## config.mk

```make
export PLATFORM = sky130hd
export DESIGN_NAME = cmtp_pins
export DESIGN_NICKNAME = d
export VERILOG_FILES = /design/src/verilog/cmtp_pkg.sv /design/src/verilog/cmtp_pins.sv
export SDC_FILE = /design/constraint.sdc
export NUM_CORES = 1
export LEC_CHECK = 0
export ABC_AREA = 1
export BUFFER_PORTS_ARGS = -buffer_cell sky130_fd_sc_hd__buf_2
export CAP_MARGIN = 25
export CORE_MARGIN = 3
export CORE_UTILIZATION = 48
export CTS_CLUSTER_DIAMETER = 60
export DETAILED_ROUTE_END_ITERATION = 8
export PLACE_DENSITY = 0.82
export SYNTH_ARGS = -nofsm -noshare
export SYNTH_HDL_FRONTEND = slang
export SYNTH_SLANG_ARGS = --single-unit
```

## constraint.sdc

```tcl
create_clock -name CLK -period 1.7 [get_ports CLK]
set_input_delay 0.17 -clock CLK [delete_from_list [all_inputs] [get_ports CLK]]
set_output_delay 0.17 -clock CLK [all_outputs]
set_load 0.1 [all_outputs]
```

## src/verilog/cmtp_pkg.sv

```systemverilog
// Package for the clock mode and timer pin block.
// Assumes one 125 MHz system clock; no registers reached by software over a bus.
package cmtp_pkg;
  localparam int CMTP_MODE_W = 3;
  localparam logic [2:0] CMTP_MODE_RST = 3'h0;
  localparam int CMTP_CLK_PERIOD_NS = 8;
  // Machine cycle length in system clocks; the machine clock output toggles at half of it.
  localparam int CMTP_MACH_DIV = 2;
  localparam logic [7:0] CMTP_MACH_DIV_M1 = 8'(CMTP_MACH_DIV - 1);
  localparam logic [7:0] CMTP_MACH_HALF = 8'(CMTP_MACH_DIV / 2);
  localparam logic [7:0] CMTP_CNT_RST = 8'h00;
endpackage

```

## src/verilog/cmtp_pins.sv

```systemverilog
// Clock mode capture, machine clock output and timer pulse pins.
// Assumes all inputs synchronous to CLK; the board resolves three-state pins from enables.
// Functional notes
// - Machine clock output runs at machine-cycle rate, rising edge starts each cycle.
// - Machine clock output is undriven while emulation-off input is low.
// - While reset is low, mode-select inputs are captured into the clock mode register.
// - After reset, software may change mode; mode-select inputs are then ignored.
// - External clock input is the clock source when internal oscillator unused.
// - Timer zero underflow gives a one machine-cycle pulse on first timer output.
// - First timer output is undriven while emulation-off input is low.
// - Timer one underflow gives a one machine-cycle pulse on second timer output.
// - Timer one pulse reaches the shared pin only while host port is disabled.
// - Shared timer/host-interrupt output is undriven while emulation-off input is low.
`timescale 1ns/1ns
module cmtp_pins
  import cmtp_pkg::*;
(
  input wire logic CLK,
  input wire logic RESETN,
  input wire logic CLOCK_MODE_SEL_A,
  input wire logic CLOCK_MODE_SEL_B,
  input wire logic CLOCK_MODE_SEL_C,
  input wire logic MODE_WR,
  input wire logic [2:0] MODE_WDATA,
  input wire logic USE_INT_OSC,
  input wire logic EXT_CLOCK_IN,
  input wire logic OSC_CORE_IN,
  input wire logic TIMER_ZERO_UFLOW,
  input wire logic TIMER_ONE_UFLOW,
  input wire logic HOST_PORT_EN,
  input wire logic HOST_INTERRUPT_IN,
  input wire logic EMULATION_OFF_N,
  output logic [2:0] CLOCK_MODE,
  output logic CLOCK_SOURCE,
  output logic CRYSTAL_DRIVE_OUT,
  output logic MACHINE_CLOCK_OUT,
  output logic MACHINE_CLOCK_OE,
  output logic MACHINE_TICK,
  output logic TIMER_ZERO_PULSE_OUT,
  output logic TIMER_ZERO_OE,
  output logic TIMER_ONE_PULSE_OUT,
  output logic TIMER_ONE_OE
);

  // ----------------------------------------
  // State
  // ----------------------------------------
  typedef struct packed {
    logic [2:0] mode;
    logic [7:0] cnt;
    logic mclk;
    logic tick;
    logic src;
    logic xdrv;
    logic pend0;
    logic pend1;
    logic t0;
    logic t1;
    logic oe;
    logic t1oe;
    logic t1pin;
  } cmtp_state_t;

  cmtp_state_t st;
  cmtp_state_t next_st;

  // ----------------------------------------
  // Next state
  // ----------------------------------------
  always_comb begin
    next_st = st;
    next_st.tick = 1'b0;
    if (st.cnt == CMTP_MACH_DIV_M1) begin
      next_st.cnt = CMTP_CNT_RST;
      next_st.tick = 1'b1;
    end else begin
      next_st.cnt = st.cnt + 8'h01;
    end
    next_st.mclk = (next_st.cnt < CMTP_MACH_HALF) || (CMTP_MACH_DIV == 1);
    if (!RESETN) begin
      next_st.mode = {CLOCK_MODE_SEL_C, CLOCK_MODE_SEL_B, CLOCK_MODE_SEL_A};
    end else if (MODE_WR) begin
      next_st.mode = MODE_WDATA;
    end
    next_st.src = USE_INT_OSC ? OSC_CORE_IN : EXT_CLOCK_IN;
    next_st.xdrv = USE_INT_OSC & ~OSC_CORE_IN;
    // Underflows wait for the next machine edge, then last exactly one machine cycle.
    if (TIMER_ZERO_UFLOW) next_st.pend0 = 1'b1;
    if (TIMER_ONE_UFLOW) next_st.pend1 = 1'b1;
    if (st.tick) begin
      next_st.t0 = st.pend0 | TIMER_ZERO_UFLOW;
      next_st.pend0 = 1'b0;
      next_st.t1 = st.pend1 | TIMER_ONE_UFLOW;
      next_st.pend1 = 1'b0;
    end
    next_st.oe = EMULATION_OFF_N;
    next_st.t1oe = EMULATION_OFF_N;
    // The shared pin takes one extra flop after the host port select.
    next_st.t1pin = HOST_PORT_EN ? HOST_INTERRUPT_IN : st.t1;
  end

  always_ff @(posedge CLK) begin
    if (!RESETN) begin
      st <= '0;
      st.mode <= next_st.mode;
    end else begin
      st <= next_st;
    end
  end

  // ----------------------------------------
  // Pins
  // ----------------------------------------
  // Each pin is a flop output; the board resolves three-state pins from their enables.
  assign CLOCK_MODE = st.mode;
  assign CLOCK_SOURCE = st.src;
  assign CRYSTAL_DRIVE_OUT = st.xdrv;
  assign MACHINE_CLOCK_OUT = st.mclk;
  assign MACHINE_CLOCK_OE = st.oe;
  assign MACHINE_TICK = st.tick;
  assign TIMER_ZERO_PULSE_OUT = st.t0;
  assign TIMER_ZERO_OE = st.oe;
  assign TIMER_ONE_PULSE_OUT = st.t1pin;
  assign TIMER_ONE_OE = st.t1oe;
endmodule

```

After elaboration in Yosys (flattened, before gate mapping):

Cells that the tools add are included.

* input port bits: 17
* output and inout bits: 12
* word-level logic and storage cells: 27
* flip-flop bits (word level): 21

* eq/ne operators: 1
* magnitude comparators: 1
* $add $sub $neg: 1
* reductions and logical operators: 1
* multiplexer cells: 6
* bitwise gates (word level): 5

Operator list (number)
* 8-bit by 1-bit adder with 8-bit output, second input constant: 1
* 8-bit by 1-bit == test with 1-bit output, second input constant: 1
* 8-bit by 1-bit less-than comparator with 1-bit output, second input constant: 1
* 8-bit two-way mux: 1
* 3-bit two-way mux: 2
* 1-bit two-way mux: 3
* 1-bit NOT: 2
* 1-bit bitwise OR: 2
* 2-bit OR reduction: 1
* 1-bit bitwise AND: 1

Logic depth before layout (Yosys ltp):

Gate-level depths: netlist (run 1).

* depth after elaboration: 3
* gate-level depth with buffers: 10
* mapped depth without buffers: 10

Worst setup path after synthesis (run 1):

OpenSTA, ideal clock, no wires.

* path type: register to output
* start: reg st (netlist bit TIMER_ONE_OE)
* end: out TIMER_ONE_OE
* cell stages (with the launch flop): 2
* data arrival time: 1374 ps
* data required time: 1530 ps
* path buffers: 1
* path slack: 156 ps
* path through: dfxtp_1 > buf_4

RTL lines
* start: declaration: RTL line cmtp_pins.sv:64 `cmtp_state_t st;`
* start signal: assignment: RTL line cmtp_pins.sv:107 `st <= next_st;`
* end: declaration: RTL line cmtp_pins.sv:42 `output logic TIMER_ONE_OE`

No word-level cell between the ends.

Final worst setup path (run 1):

* start: reg st (netlist bit MACHINE_TICK)
* end: out MACHINE_TICK

RTL lines
* end: declaration: RTL line cmtp_pins.sv:38 `output logic MACHINE_TICK,`

No word-level cell between the ends.

==> results of run 1 <==
==> cells in the mapped netlist, drive strengths merged <==
| cell | n | area [sq um] |
|---|---|---|
| a21oi | 3 | 15.0 |
| buf | 7 | 47.6 |
| clkinv | 2 | 8.75 |
| dfxtp | 18 | 360 |
| edfxtp | 3 | 90.1 |
| ha | 2 | 25.0 |
| inv | 13 | 48.8 |
| nand2 | 32 | 123 |
| nand3 | 6 | 35.0 |
| nor2 | 23 | 96.3 |
| nor3 | 3 | 15.0 |
| o21ai | 7 | 35.0 |
| or2 | 2 | 12.5 |
| xnor2 | 1 | 8.76 |
==> report_power, final <==
part / internal [mW] / switching (mW)
clock network: 0.0876 / 0.151
registers: 0.545 / 0.0242
logic: 0.0678 / 0.264
==> worst min-delay path by stage <==
| stage | depth (start not counted) | endpoint | from |
|---|---|---|---|
| floorplan | 1 | CRYSTAL_DRIVE_OUT$_SDFF_PN0_ | OSC_CORE_IN |
| global placement | 2 | CRYSTAL_DRIVE_OUT$_SDFF_PN0_ | OSC_CORE_IN |
| detailed placement | 3 | TIMER_ONE_OE$_SDFF_PN0_ | EMULATION_OFF_N |
| CTS | 2 | CRYSTAL_DRIVE_OUT$_SDFF_PN0_ | OSC_CORE_IN |
| global route | 2 | CRYSTAL_DRIVE_OUT$_SDFF_PN0_ | OSC_CORE_IN |
| finish | 2 | CRYSTAL_DRIVE_OUT$_SDFF_PN0_ | OSC_CORE_IN |
==> registers in the layout, indices dropped and copies added, names as in the netlist <==
signal,cells
CRYSTAL_DRIVE_OUT,1
st,11
MACHINE_TICK,1
CLOCK_MODE,3
CLOCK_SOURCE,1
TIMER_ZERO_PULSE_OUT,1
TIMER_ONE_PULSE_OUT,1
TIMER_ONE_OE,1
MACHINE_CLOCK_OUT,1
==> through the flow <==
| step | hold slack, ns | instances |
|---|---|---|
| global route | 0.0305 | 172 |
| detailed placement | 0.356 | 168 |
| finish | 0.0284 | 172 |
| floorplan | 0.248 | 122 |
| global placement | 0.354 | 168 |
| CTS | 0.0240 | 172 |
==> cells by family after synthesis <==
kind of cell | count (synthesis) | synth area share [%]
AO/OA/AOI/OAI | 10 | 5.43
XOR/XNOR | 1 | 0.951
adder cells (fa/ha/maj) | 2 | 2.72
buffers and inverters | 22 | 11.4
flip-flops | 21 | 48.9
AND/OR/NAND/NOR | 66 | 30.6
==> per-layer routing <==
layer | up-vias | part of all wire (%)
li1 | 422 | -
met1 | 355 | 45
met2 | 9 | 52
met3 | 4 | 2.3
met4 | 0 | 1.2
met5 | - | 0
==> area by class of cell <==
class                      count  area [sq um]
fill                         172           692
sequential                    21           450
multi-input combinational     79           365
timing repair buffer          28           140
inverter                      15          57.6
tap                           25          31.3
clock buffer                   3          22.5
clock inverter                 1          5.00
==> run_results.csv, run 1 <==
group,metric,value,unit
outcome,status,"finished clean",
sta,finalHoldViolations,0,
floorplanning,pin_count,29,
critical_path,crit_fanout,6,
power,power.total,1.14,mW
critical_path,worstPathCellList,"buf_2",
critical_path,worstSetupStartpoint,"MACHINE_TICK$_SDFF_PN0_",
drt,avgViaCountPerCell,4.59,
floorplanning,row_count,15,
critical_path,r2r-start,"st[11]$_SDFF_PN0_",
sta,finalClockSkew,0.00587,ns
clock_tree,post-cts-setup-buffer-count,0,
critical_path,end_kind,"output pin",
drt,wl,1750,um
synthesis,seq_area_frac_synth,48.9,%
synthesis,yosysUniqueCellTypes,22,
synthesis,avgSynthCellArea,7.55,sq um
critical_path,startpoint_type,"flip-flop",
sta,fin_ws,0.338,ns
critical_path,crit_arrival,1.19,ns
place,port_buffers,28,
critical_path,endpoint,"MACHINE_TICK",
clock_tree,cts_buffer_depth,2,
drt,vias,790,
global_routing,grt_first_pass_wirelength,3060,um
power,power_leakage,0.550,nW
critical_path,crit_cells,1,
synthesis,syn-num-nets,141,
final_layout,fin_nets,167,
global_routing,grt.met2_usage,28.4,%
global_routing,met1_usage,18.7,%
final_layout,final_cell_mix,"nand2_1, buf_2, nor2_1",
final_layout,diodes,0,
critical_path,worstPathRequired,1.53,ns
floorplanning,core-area,1760,sq um
critical_path,critical_path_class,"flip-flop to output pin",
critical_path,cp_slowest_cell,"buf_2",
global_routing,gr-total-overflow,0,
critical_path,rr_worst_depth,9,
clock_tree,cts_max_level,1,
power,vdd_drop_max,604,uV
sta,fin_setup_tns,0,ns
place,hpwl,1370,um
critical_path,rr_endpoint,"MACHINE_CLOCK_OUT$_SDFF_PN0_",
global_routing,grt_max_degree,16,
drt,drtIter0Drc,12,
drt,first_pass_iters,4,
floorplanning,initial_core_util,52.2,%
critical_path,path_buf_inv,1,
clock_tree,postCtsResizedCells,0,
clock_tree,cts_inserted_buffers,3,
global_routing,grt_pass1_vias,764,
clock_tree,cts.sinks,21,
sta,worstMarginPinSlew,0.492,ns
final_layout,final_util,60.8,%
clock_tree,postCtsHoldBufs,0,
clock_tree,clkLatencyLatePin,0.30,ns
clock_tree,cts_root_buf,"clkbuf_4",
drt,wl_per_cell,10.2,um
synthesis,synth_cells,122,
drt,drc,0,
flow_run,drv_cap,0,
synthesis,mappedNetlistArea,921,sq um
final_layout,design_area,1070,sq um
sta,fin_crit,1.36,ns
global_routing,antenna_found_initial,0,
place,placed_cell_area,1040,sq um
clock_tree,cts_tree,"built",
final_layout,layout_commonest_cell,"nand2_1",
floorplanning,dieHeight,49.8,um
sta,post-route-period-util,80.1,%
final_layout,area_delta_synth_final,16.4,%
critical_path,r2r_slack,0.37,ns
sta,fmax,734,MHz
floorplanning,dieWidth,49.8,um
global_routing,grt.busiest_layer,"met2",
sta,setup_violations,0,
clock_tree,clk_pin_slew,0.12,ns
synthesis,ys_warn_count,0,
critical_path,crit_family,"buffers and inverters",
drt,ant_nets,0,
sta,final_max_slew_viol_count,0,
synthesis,yosys_register_bits,21,
sta,slew_headroom,67.4,%
place,dpl_worst_slack,0.391,ns
power,powerDensity,1060,nW/um^2
critical_path,crit_path_max_incr_delay,0.46,ns
sta,rsz0062_at_grt,"false",
floorplanning,die-area,2480,sq um
place,gp_congestion,0.836,
final_layout,drive_gt1_share,29.3,%
global_routing,grt_use_met3,3.02,%
hold_path,hp-class,"primary input to flip-flop",
global_routing,grtUsageTotal,15.9,%
Note: power is estimated with default switching activity, not from simulation.
==> run 2: changes to the inputs <==
--- a/config.mk
+++ b/config.mk
@@ -9,10 +9,10 @@
 export BUFFER_PORTS_ARGS = -buffer_cell sky130_fd_sc_hd__buf_2
 export CAP_MARGIN = 25
 export CORE_MARGIN = 3
-export CORE_UTILIZATION = 48
+export CORE_UTILIZATION = 44
 export CTS_CLUSTER_DIAMETER = 60
 export DETAILED_ROUTE_END_ITERATION = 8
-export PLACE_DENSITY = 0.82
+export PLACE_DENSITY = 0.79
 export SYNTH_ARGS = -nofsm -noshare
 export SYNTH_HDL_FRONTEND = slang
 export SYNTH_SLANG_ARGS = --single-unit
==> constraint.sdc (replaced) <==
create_clock -name CLK -period 1.17 [get_ports CLK]
set_input_delay 0.117 -clock CLK [delete_from_list [all_inputs] [get_ports CLK]]
set_output_delay 0.117 -clock CLK [all_outputs]
set_load 0.1 [all_outputs]
==> run_results.csv, run 2 (synthesis results as in run 1) <==
group,metric,value,unit
critical_path,rr_endpoint,"MACHINE_CLOCK_OUT$_SDFF_PN0_",
critical_path,critical_path_class,"flip-flop to flip-flop",
sta,final_max_slew_viol_count,0,
clock_tree,cts_inserted_buffers,3,
clock_tree,cts.sinks,21,
floorplanning,dieWidth,51.8,um
sta,fin_crit,1.29,ns
critical_path,cp_slowest_cell,"dfxtp_4",
place,dpl_worst_slack,-0.134,ns
clock_tree,clkLatencyLatePin,0.30,ns
global_routing,gr-total-overflow,0,
sta,post-route-period-util,110,%
critical_path,crit_path_max_incr_delay,0.38,ns
drt,ant_nets,0,
clock_tree,cts_root_buf,"clkbuf_4",
hold_path,min_from,"HOST_INTERRUPT_IN",
floorplanning,core-area,1840,sq um
final_layout,largest_reg_flops,11,
sta,finalClockSkew,0.000652,ns
drt,first_pass_iters,4,
power,pwr-share-clk,18.8,%
sta,finalHoldViolations,0,
final_layout,diodes,0,
drt,avgViaCountPerCell,4.77,
global_routing,antenna_found_initial,0,
place,port_buffers,28,
critical_path,worstPathRequired,1.43,ns
hold_path,min_path_cells,3,
global_routing,grtUsageTotal,18.2,%
critical_path,worstPathCellList,"inv_4, ha_4, nand2_2, nor2_1, nand2_1, nand2_2, nand2_2, nor2_2, nand2_1, nor2_2",
sta,setup_violations,3,
clock_tree,cts_tree,"built",
critical_path,crit_arrival,1.55,ns
critical_path,cp_common_cell,"nand2_2",
outcome,violations,"setup timing",
sta,worstMarginPinSlew,0.293,ns
power,p_sw,711,uW
power,p_sw_share,37.9,%
power,vdd_drop_max,1050,uV
final_layout,layout_commonest_cell,"nand2_1",
final_layout,final_util,73.9,%
power,pwr-share-comb,35.8,%
power,powerDensity,1380,nW/um^2
critical_path,path_buf_inv,1,
final_layout,fin_nets,181,
place,dp_cells,176,
place,gp_congestion,0.909,
critical_path,end_kind,"flip-flop",
drt,vias,887,
critical_path,crit_family,"simple AND/OR/NAND/NOR gates",
floorplanning,initial_core_util,50.1,%
final_layout,area_delta_synth_final,47.6,%
hold_path,hp-class,"primary input to flip-flop",
floorplanning,row_count,15,
floorplanning,die-area,2680,sq um
clock_tree,cts_max_level,1,
outcome,status,"finished, violations left",
hold_path,min_to,"TIMER_ONE_PULSE_OUT$_SDFF_PN0_",
global_routing,grt_pass1_vias,815,
clock_tree,clk_pin_slew,0.12,ns
critical_path,r2r_slack,-0.12,ns
clock_tree,cts_buffer_depth,2,
power,power_leakage,0.661,nW
drt,wl_per_cell,13.1,um
final_layout,finalNonFillerCells,186,
global_routing,grt_max_degree,13,
drt,drc,0,
flow_run,drv_cap,0,
sta,fmax,775,MHz
place,hpwl,1670,um
power,power_frac_seq,45.4,%
floorplanning,pin_count,29,
final_layout,drive_gt1_share,45.3,%
sta,rsz0062_at_grt,"true",
floorplanning,dieHeight,51.8,um
drt,drtIter0Drc,23,
final_layout,final_cell_mix,"nand2_1, nor2_1, buf_4",
sta,slew_headroom,80.6,%
global_routing,grt_first_pass_wirelength,3620,um
final_layout,regMostFlops,"st",
sta,fin_ws,-0.120,ns
power,p_int,1.17,mW
critical_path,crit_fanout,3,
critical_path,startpoint_type,"flip-flop",
critical_path,r2r-start,"st[12]$_SDFF_PN0_",
drt,wl,2440,um
critical_path,rr_worst_depth,10,
-- run 2: cell count changes in the layout (fill, tap and decap cells not counted), sizes merged --
cell,before,now
buf,28,39
clkinv,3,2
dlygate4sd3,0,3
inv,13,14
-- run 2: final cells by class --
type | count | area, sq um
well taps | 25 | 31.3
fillers | 148 | 480
repair buffers | 42 | 349
clock inverters | 1 | 5.00
clock buffers | 3 | 22.5
multi-input cells | 79 | 427
inverters | 15 | 62.6
flip-flops and latches | 21 | 462
-- run 2: worst reg2reg max path, stage by stage (launching register included) --
cell and delay (ns):
dfxtp_4 0.38, inv_4 0.06, ha_4 0.13, nand2_2 0.05, nor2_1 0.12, nand2_1 0.11
nand2_2 0.11, nand2_2 0.05, nor2_2 0.09, nand2_1 0.08, nor2_2 0.07
-- run 2: timing repair --
action                                  4_1_cts  5_1_grt
gates resized for setup                      16       15
pin swaps                                     1        7
buffers inserted                              1        2
endpoints found under the setup margin       10        3
hold buffers                                  3        0
hold endpoints to repair                      3        0
-- run 2: worst max path at each step --
stage / startpoint / endpoint / slack, ns / depth (start not counted)
global placement: st[11]$_SDFF_PN0_ / MACHINE_CLOCK_OUT$_SDFF_PN0_ / -0.08 / 9
floorplan: TIMER_ONE_OE$_SDFF_PN0_ / TIMER_ONE_OE / 0.02 / 1
finish: st[12]$_SDFF_PN0_ / MACHINE_CLOCK_OUT$_SDFF_PN0_ / -0.12 / 10
global route: st[12]$_SDFF_PN0_ / MACHINE_CLOCK_OUT$_SDFF_PN0_ / -0.19 / 10
detailed placement: st[11]$_SDFF_PN0_ / MACHINE_CLOCK_OUT$_SDFF_PN0_ / -0.13 / 8
CTS: st[11]$_SDFF_PN0_ / MACHINE_CLOCK_OUT$_SDFF_PN0_ / -0.01 / 9
-- run 2: routing by layer --
metal / GRT usage, % / share of wire, % / vias to the layer above
li1: - / - / 446
met1: 22.4 / 37 / 409
met2: 31.1 / 58 / 25
met3: 3.72 / 3.3 / 7
met4: 6.55 / 1.5 / 0
met5: 0 / 0 / -
-- run 2: power groups by stage --
stage / registers (mW) / clock network [mW] / logic (mW)
2_1_floorplan: 1.00 / 0 / 0.258
6_report: 0.852 / 0.352 / 0.673
5_1_grt: 0.861 / 0.392 / 0.710
3_5_place_dp: 0.851 / 0 / 0.585
3_3_place_gp: 0.848 / 0 / 0.579
4_1_cts: 0.845 / 0.369 / 0.621
-- run 2: per-stage QoR --
step | total power, mW | setup TNS [ns] | hold slack (ns) | area [sq um]
final | 1.88 | -0.196 | 0.0385 | 1360
after global placement | 1.43 | -0.0755 | 0.299 | 1180
after global routing | 1.96 | -0.434 | 0.0277 | 1360
after detailed placement | 1.44 | -0.208 | 0.300 | 1180
after floorplan | 1.26 | 0 | 0.195 | 925
after CTS | 1.83 | -0.0114 | 0.0208 | 1290
==> run 3: changes to the inputs <==
--- a/config.mk
+++ b/config.mk
@@ -6,13 +6,14 @@
 export NUM_CORES = 1
 export LEC_CHECK = 0
 export ABC_AREA = 1
-export BUFFER_PORTS_ARGS = -buffer_cell sky130_fd_sc_hd__buf_2
+export BUFFER_PORTS_ARGS = -buffer_cell sky130_fd_sc_hd__buf_4
 export CAP_MARGIN = 25
 export CORE_MARGIN = 3
 export CORE_UTILIZATION = 44
 export CTS_CLUSTER_DIAMETER = 60
 export DETAILED_ROUTE_END_ITERATION = 8
 export PLACE_DENSITY = 0.79
+export REMOVE_ABC_BUFFERS = 1
 export SYNTH_ARGS = -nofsm -noshare
 export SYNTH_HDL_FRONTEND = slang
 export SYNTH_SLANG_ARGS = --single-unit
==> run_results.csv, run 3 (synthesis results as in run 1) <==
group,metric,value,unit
outcome,status,"finished, violations left",
outcome,violations,"setup timing",
place,dpl_worst_slack,-0.0475,ns
sta,setup_violations,2,
clock_tree,cts_tree,"built",
flow_run,drv_cap,0,
final_layout,drive_gt1_share,37.2,%
hold_path,min_path_cells,3,
final_layout,multiInputGateArea,399,sq um
hold_path,min_to,"st[6]$_SDFFE_PP0P_",
critical_path,cp_slowest_cell,"dfxtp_4",
clock_tree,clk_pin_slew,0.12,ns
drt,vias,833,
final_layout,area_delta_synth_final,37.9,%
final_layout,finalNonFillerCells,181,
final_layout,final_util,69.0,%
hold_path,hp-class,"primary input to flip-flop",
place,port_buffers,28,
sta,rsz0062_at_grt,"true",
global_routing,met1_usage,19.3,%
clock_tree,cts_root_buf,"clkbuf_4",
power,power.total,1.80,mW
drt,wl,1990,um
power,vdd_drop_max,986,uV
global_routing,grt_pass1_vias,790,
critical_path,r2r_slack,-0.04,ns
critical_path,crit_fanout,3,
final_layout,fin_nets,176,
sta,final_max_slew_viol_count,0,
critical_path,rr_worst_depth,9,
critical_path,rr_endpoint,"st[12]$_SDFF_PN0_",
final_layout,layout_commonest_cell,"buf_4",
sta,slew_headroom,81.4,%
final_layout,regArea,458,sq um
global_routing,gr-total-overflow,0,
critical_path,worstPathCellList,"inv_4, ha_4, nand2_1, nor2_1, nand2_1, nand2_1, buf_4, buf_4, nor2_1",
global_routing,grt_first_pass_wirelength,3260,um
sta,fmax,826,MHz
clock_tree,cts.sinks,21,
critical_path,crit_path_max_incr_delay,0.40,ns
floorplanning,core-area,1840,sq um
floorplanning,dieHeight,51.8,um
clock_tree,clkLatencyLatePin,0.30,ns
critical_path,end_kind,"flip-flop",
final_layout,largest_reg_flops,11,
critical_path,cp_common_cell,"nand2_1",
clock_tree,cts_inserted_buffers,3,
final_layout,diodes,0,
hold_path,min_from,"TIMER_ZERO_UFLOW",
critical_path,r2r-start,"st[12]$_SDFF_PN0_",
final_layout,fill_cells,148,
critical_path,path_buf_inv,3,
drt,drtIter0Drc,15,
global_routing,grt_max_degree,13,
floorplanning,pin_count,29,
place,dp_cells,171,
critical_path,worstPathRequired,1.42,ns
sta,worstMarginPinSlew,0.281,ns
global_routing,grt.met2_usage,25.6,%
global_routing,grt_use_met3,5.73,%
final_layout,regMostFlops,"st",
drt,avgViaCountPerCell,4.60,
clock_tree,cts_buffer_depth,2,
drt,ant_nets,0,
global_routing,grtUsageTotal,16.4,%
final_layout,final_cell_mix,"buf_4, nand2_1, nor2_1",
drt,first_pass_iters,4,
drt,drc,0,
critical_path,crit_arrival,1.46,ns
critical_path,startpoint_type,"flip-flop",
place,gp_congestion,0.877,
power,power_leakage,0.623,nW
floorplanning,dieWidth,51.8,um
critical_path,critical_path_class,"flip-flop to flip-flop",
sta,fin_ws,-0.0403,ns
sta,finalClockSkew,0.00565,ns
power,powerDensity,1420,nW/um^2
sta,fin_crit,1.21,ns
critical_path,crit_family,"flip-flops",
sta,finalHoldViolations,0,
global_routing,grt.busiest_layer,"met2",
floorplanning,die-area,2680,sq um
floorplanning,initial_core_util,50.1,%
drt,wl_per_cell,11.0,um
sta,post-route-period-util,103,%
place,hpwl,1450,um
clock_tree,cts_max_level,1,
floorplanning,row_count,15,
global_routing,antenna_found_initial,0,
[run 3: changes by cell type in the layout (fill, tap and decap cells not counted), moves of 3 or more]
cell / change
buf_12: -5
buf_2: -16
buf_4: +16
dfxtp_1: +3
dfxtp_2: -3
nand2_1: +5
nand2_2: -5
[run 3: layout make-up]
cell class,count,share of cell area [%]
tap,25,2.46
multi-input combinational,79,31.4
timing repair buffer,37,23.1
inverter,15,4.83
sequential,21,36.1
clock buffer,3,1.77
clock inverter,1,0.394
[run 3: through the flow]
step                hold slack (ns)  TNS (ns)  area (sq um)
floorplan                     0.195     -4.15           873
detailed placement            0.297   -0.0475          1140
CTS                          0.0371   -0.0137          1250
global route                 0.0248    -0.198          1270
global placement              0.294         0          1140
finish                       0.0393   -0.0690          1270
[run 3: worst max-delay path by stage]
stage / cells after the start / from / to / slack [ns]
after CTS: 10 / st[12]$_SDFF_PN0_ / MACHINE_CLOCK_OUT$_SDFF_PN0_ / -0.01
after global routing: 10 / st[12]$_SDFF_PN0_ / MACHINE_CLOCK_OUT$_SDFF_PN0_ / -0.09
after detailed placement: 9 / st[11]$_SDFF_PN0_ / MACHINE_CLOCK_OUT$_SDFF_PN0_ / -0.05
after floorplan: 0 / TIMER_ONE_OE$_SDFF_PN0_ / MACHINE_CLOCK_OE / -1.14
final: 9 / st[12]$_SDFF_PN0_ / st[12]$_SDFF_PN0_ / -0.04
after global placement: 9 / st[11]$_SDFF_PN0_ / MACHINE_CLOCK_OUT$_SDFF_PN0_ / 0.003
[run 3: worst register-to-register path: stages (launching register included)]
cell,delay (ns)
dfxtp_4,0.40
inv_4,0.04
ha_4,0.14
nand2_1,0.06
nor2_1,0.04
nand2_1,0.07
nand2_1,0.08
buf_4,0.13
buf_4,0.12
nor2_1,0.07
[run 3: report_power, final]
group	leakage [nW]	total [mW]	switching (mW)	internal (mW)
logic	0.426	0.610	0.407	0.203
registers	0.180	0.839	0.0438	0.796
clock network	0.0177	0.352	0.225	0.127
total	0.623	1.80	0.675	1.13
[run 3: routing by layer]
layer / up-vias / wire, um / part of all wire, %
met4: 0 / 39 / 2.0
li1: 440 / - / -
met2: 24 / 1000 / 50
met3: 4 / 90 / 4.5
met5: - / 0 / 0
met1: 365 / 855 / 43
[run 3: repair_timing]
item,CTS,global route
setup buffers,2,1
hold endpoints to repair,3,0
gates resized for setup,12,4
pin swaps,3,5
hold buffers,3,0
setup endpoints to repair,3,3
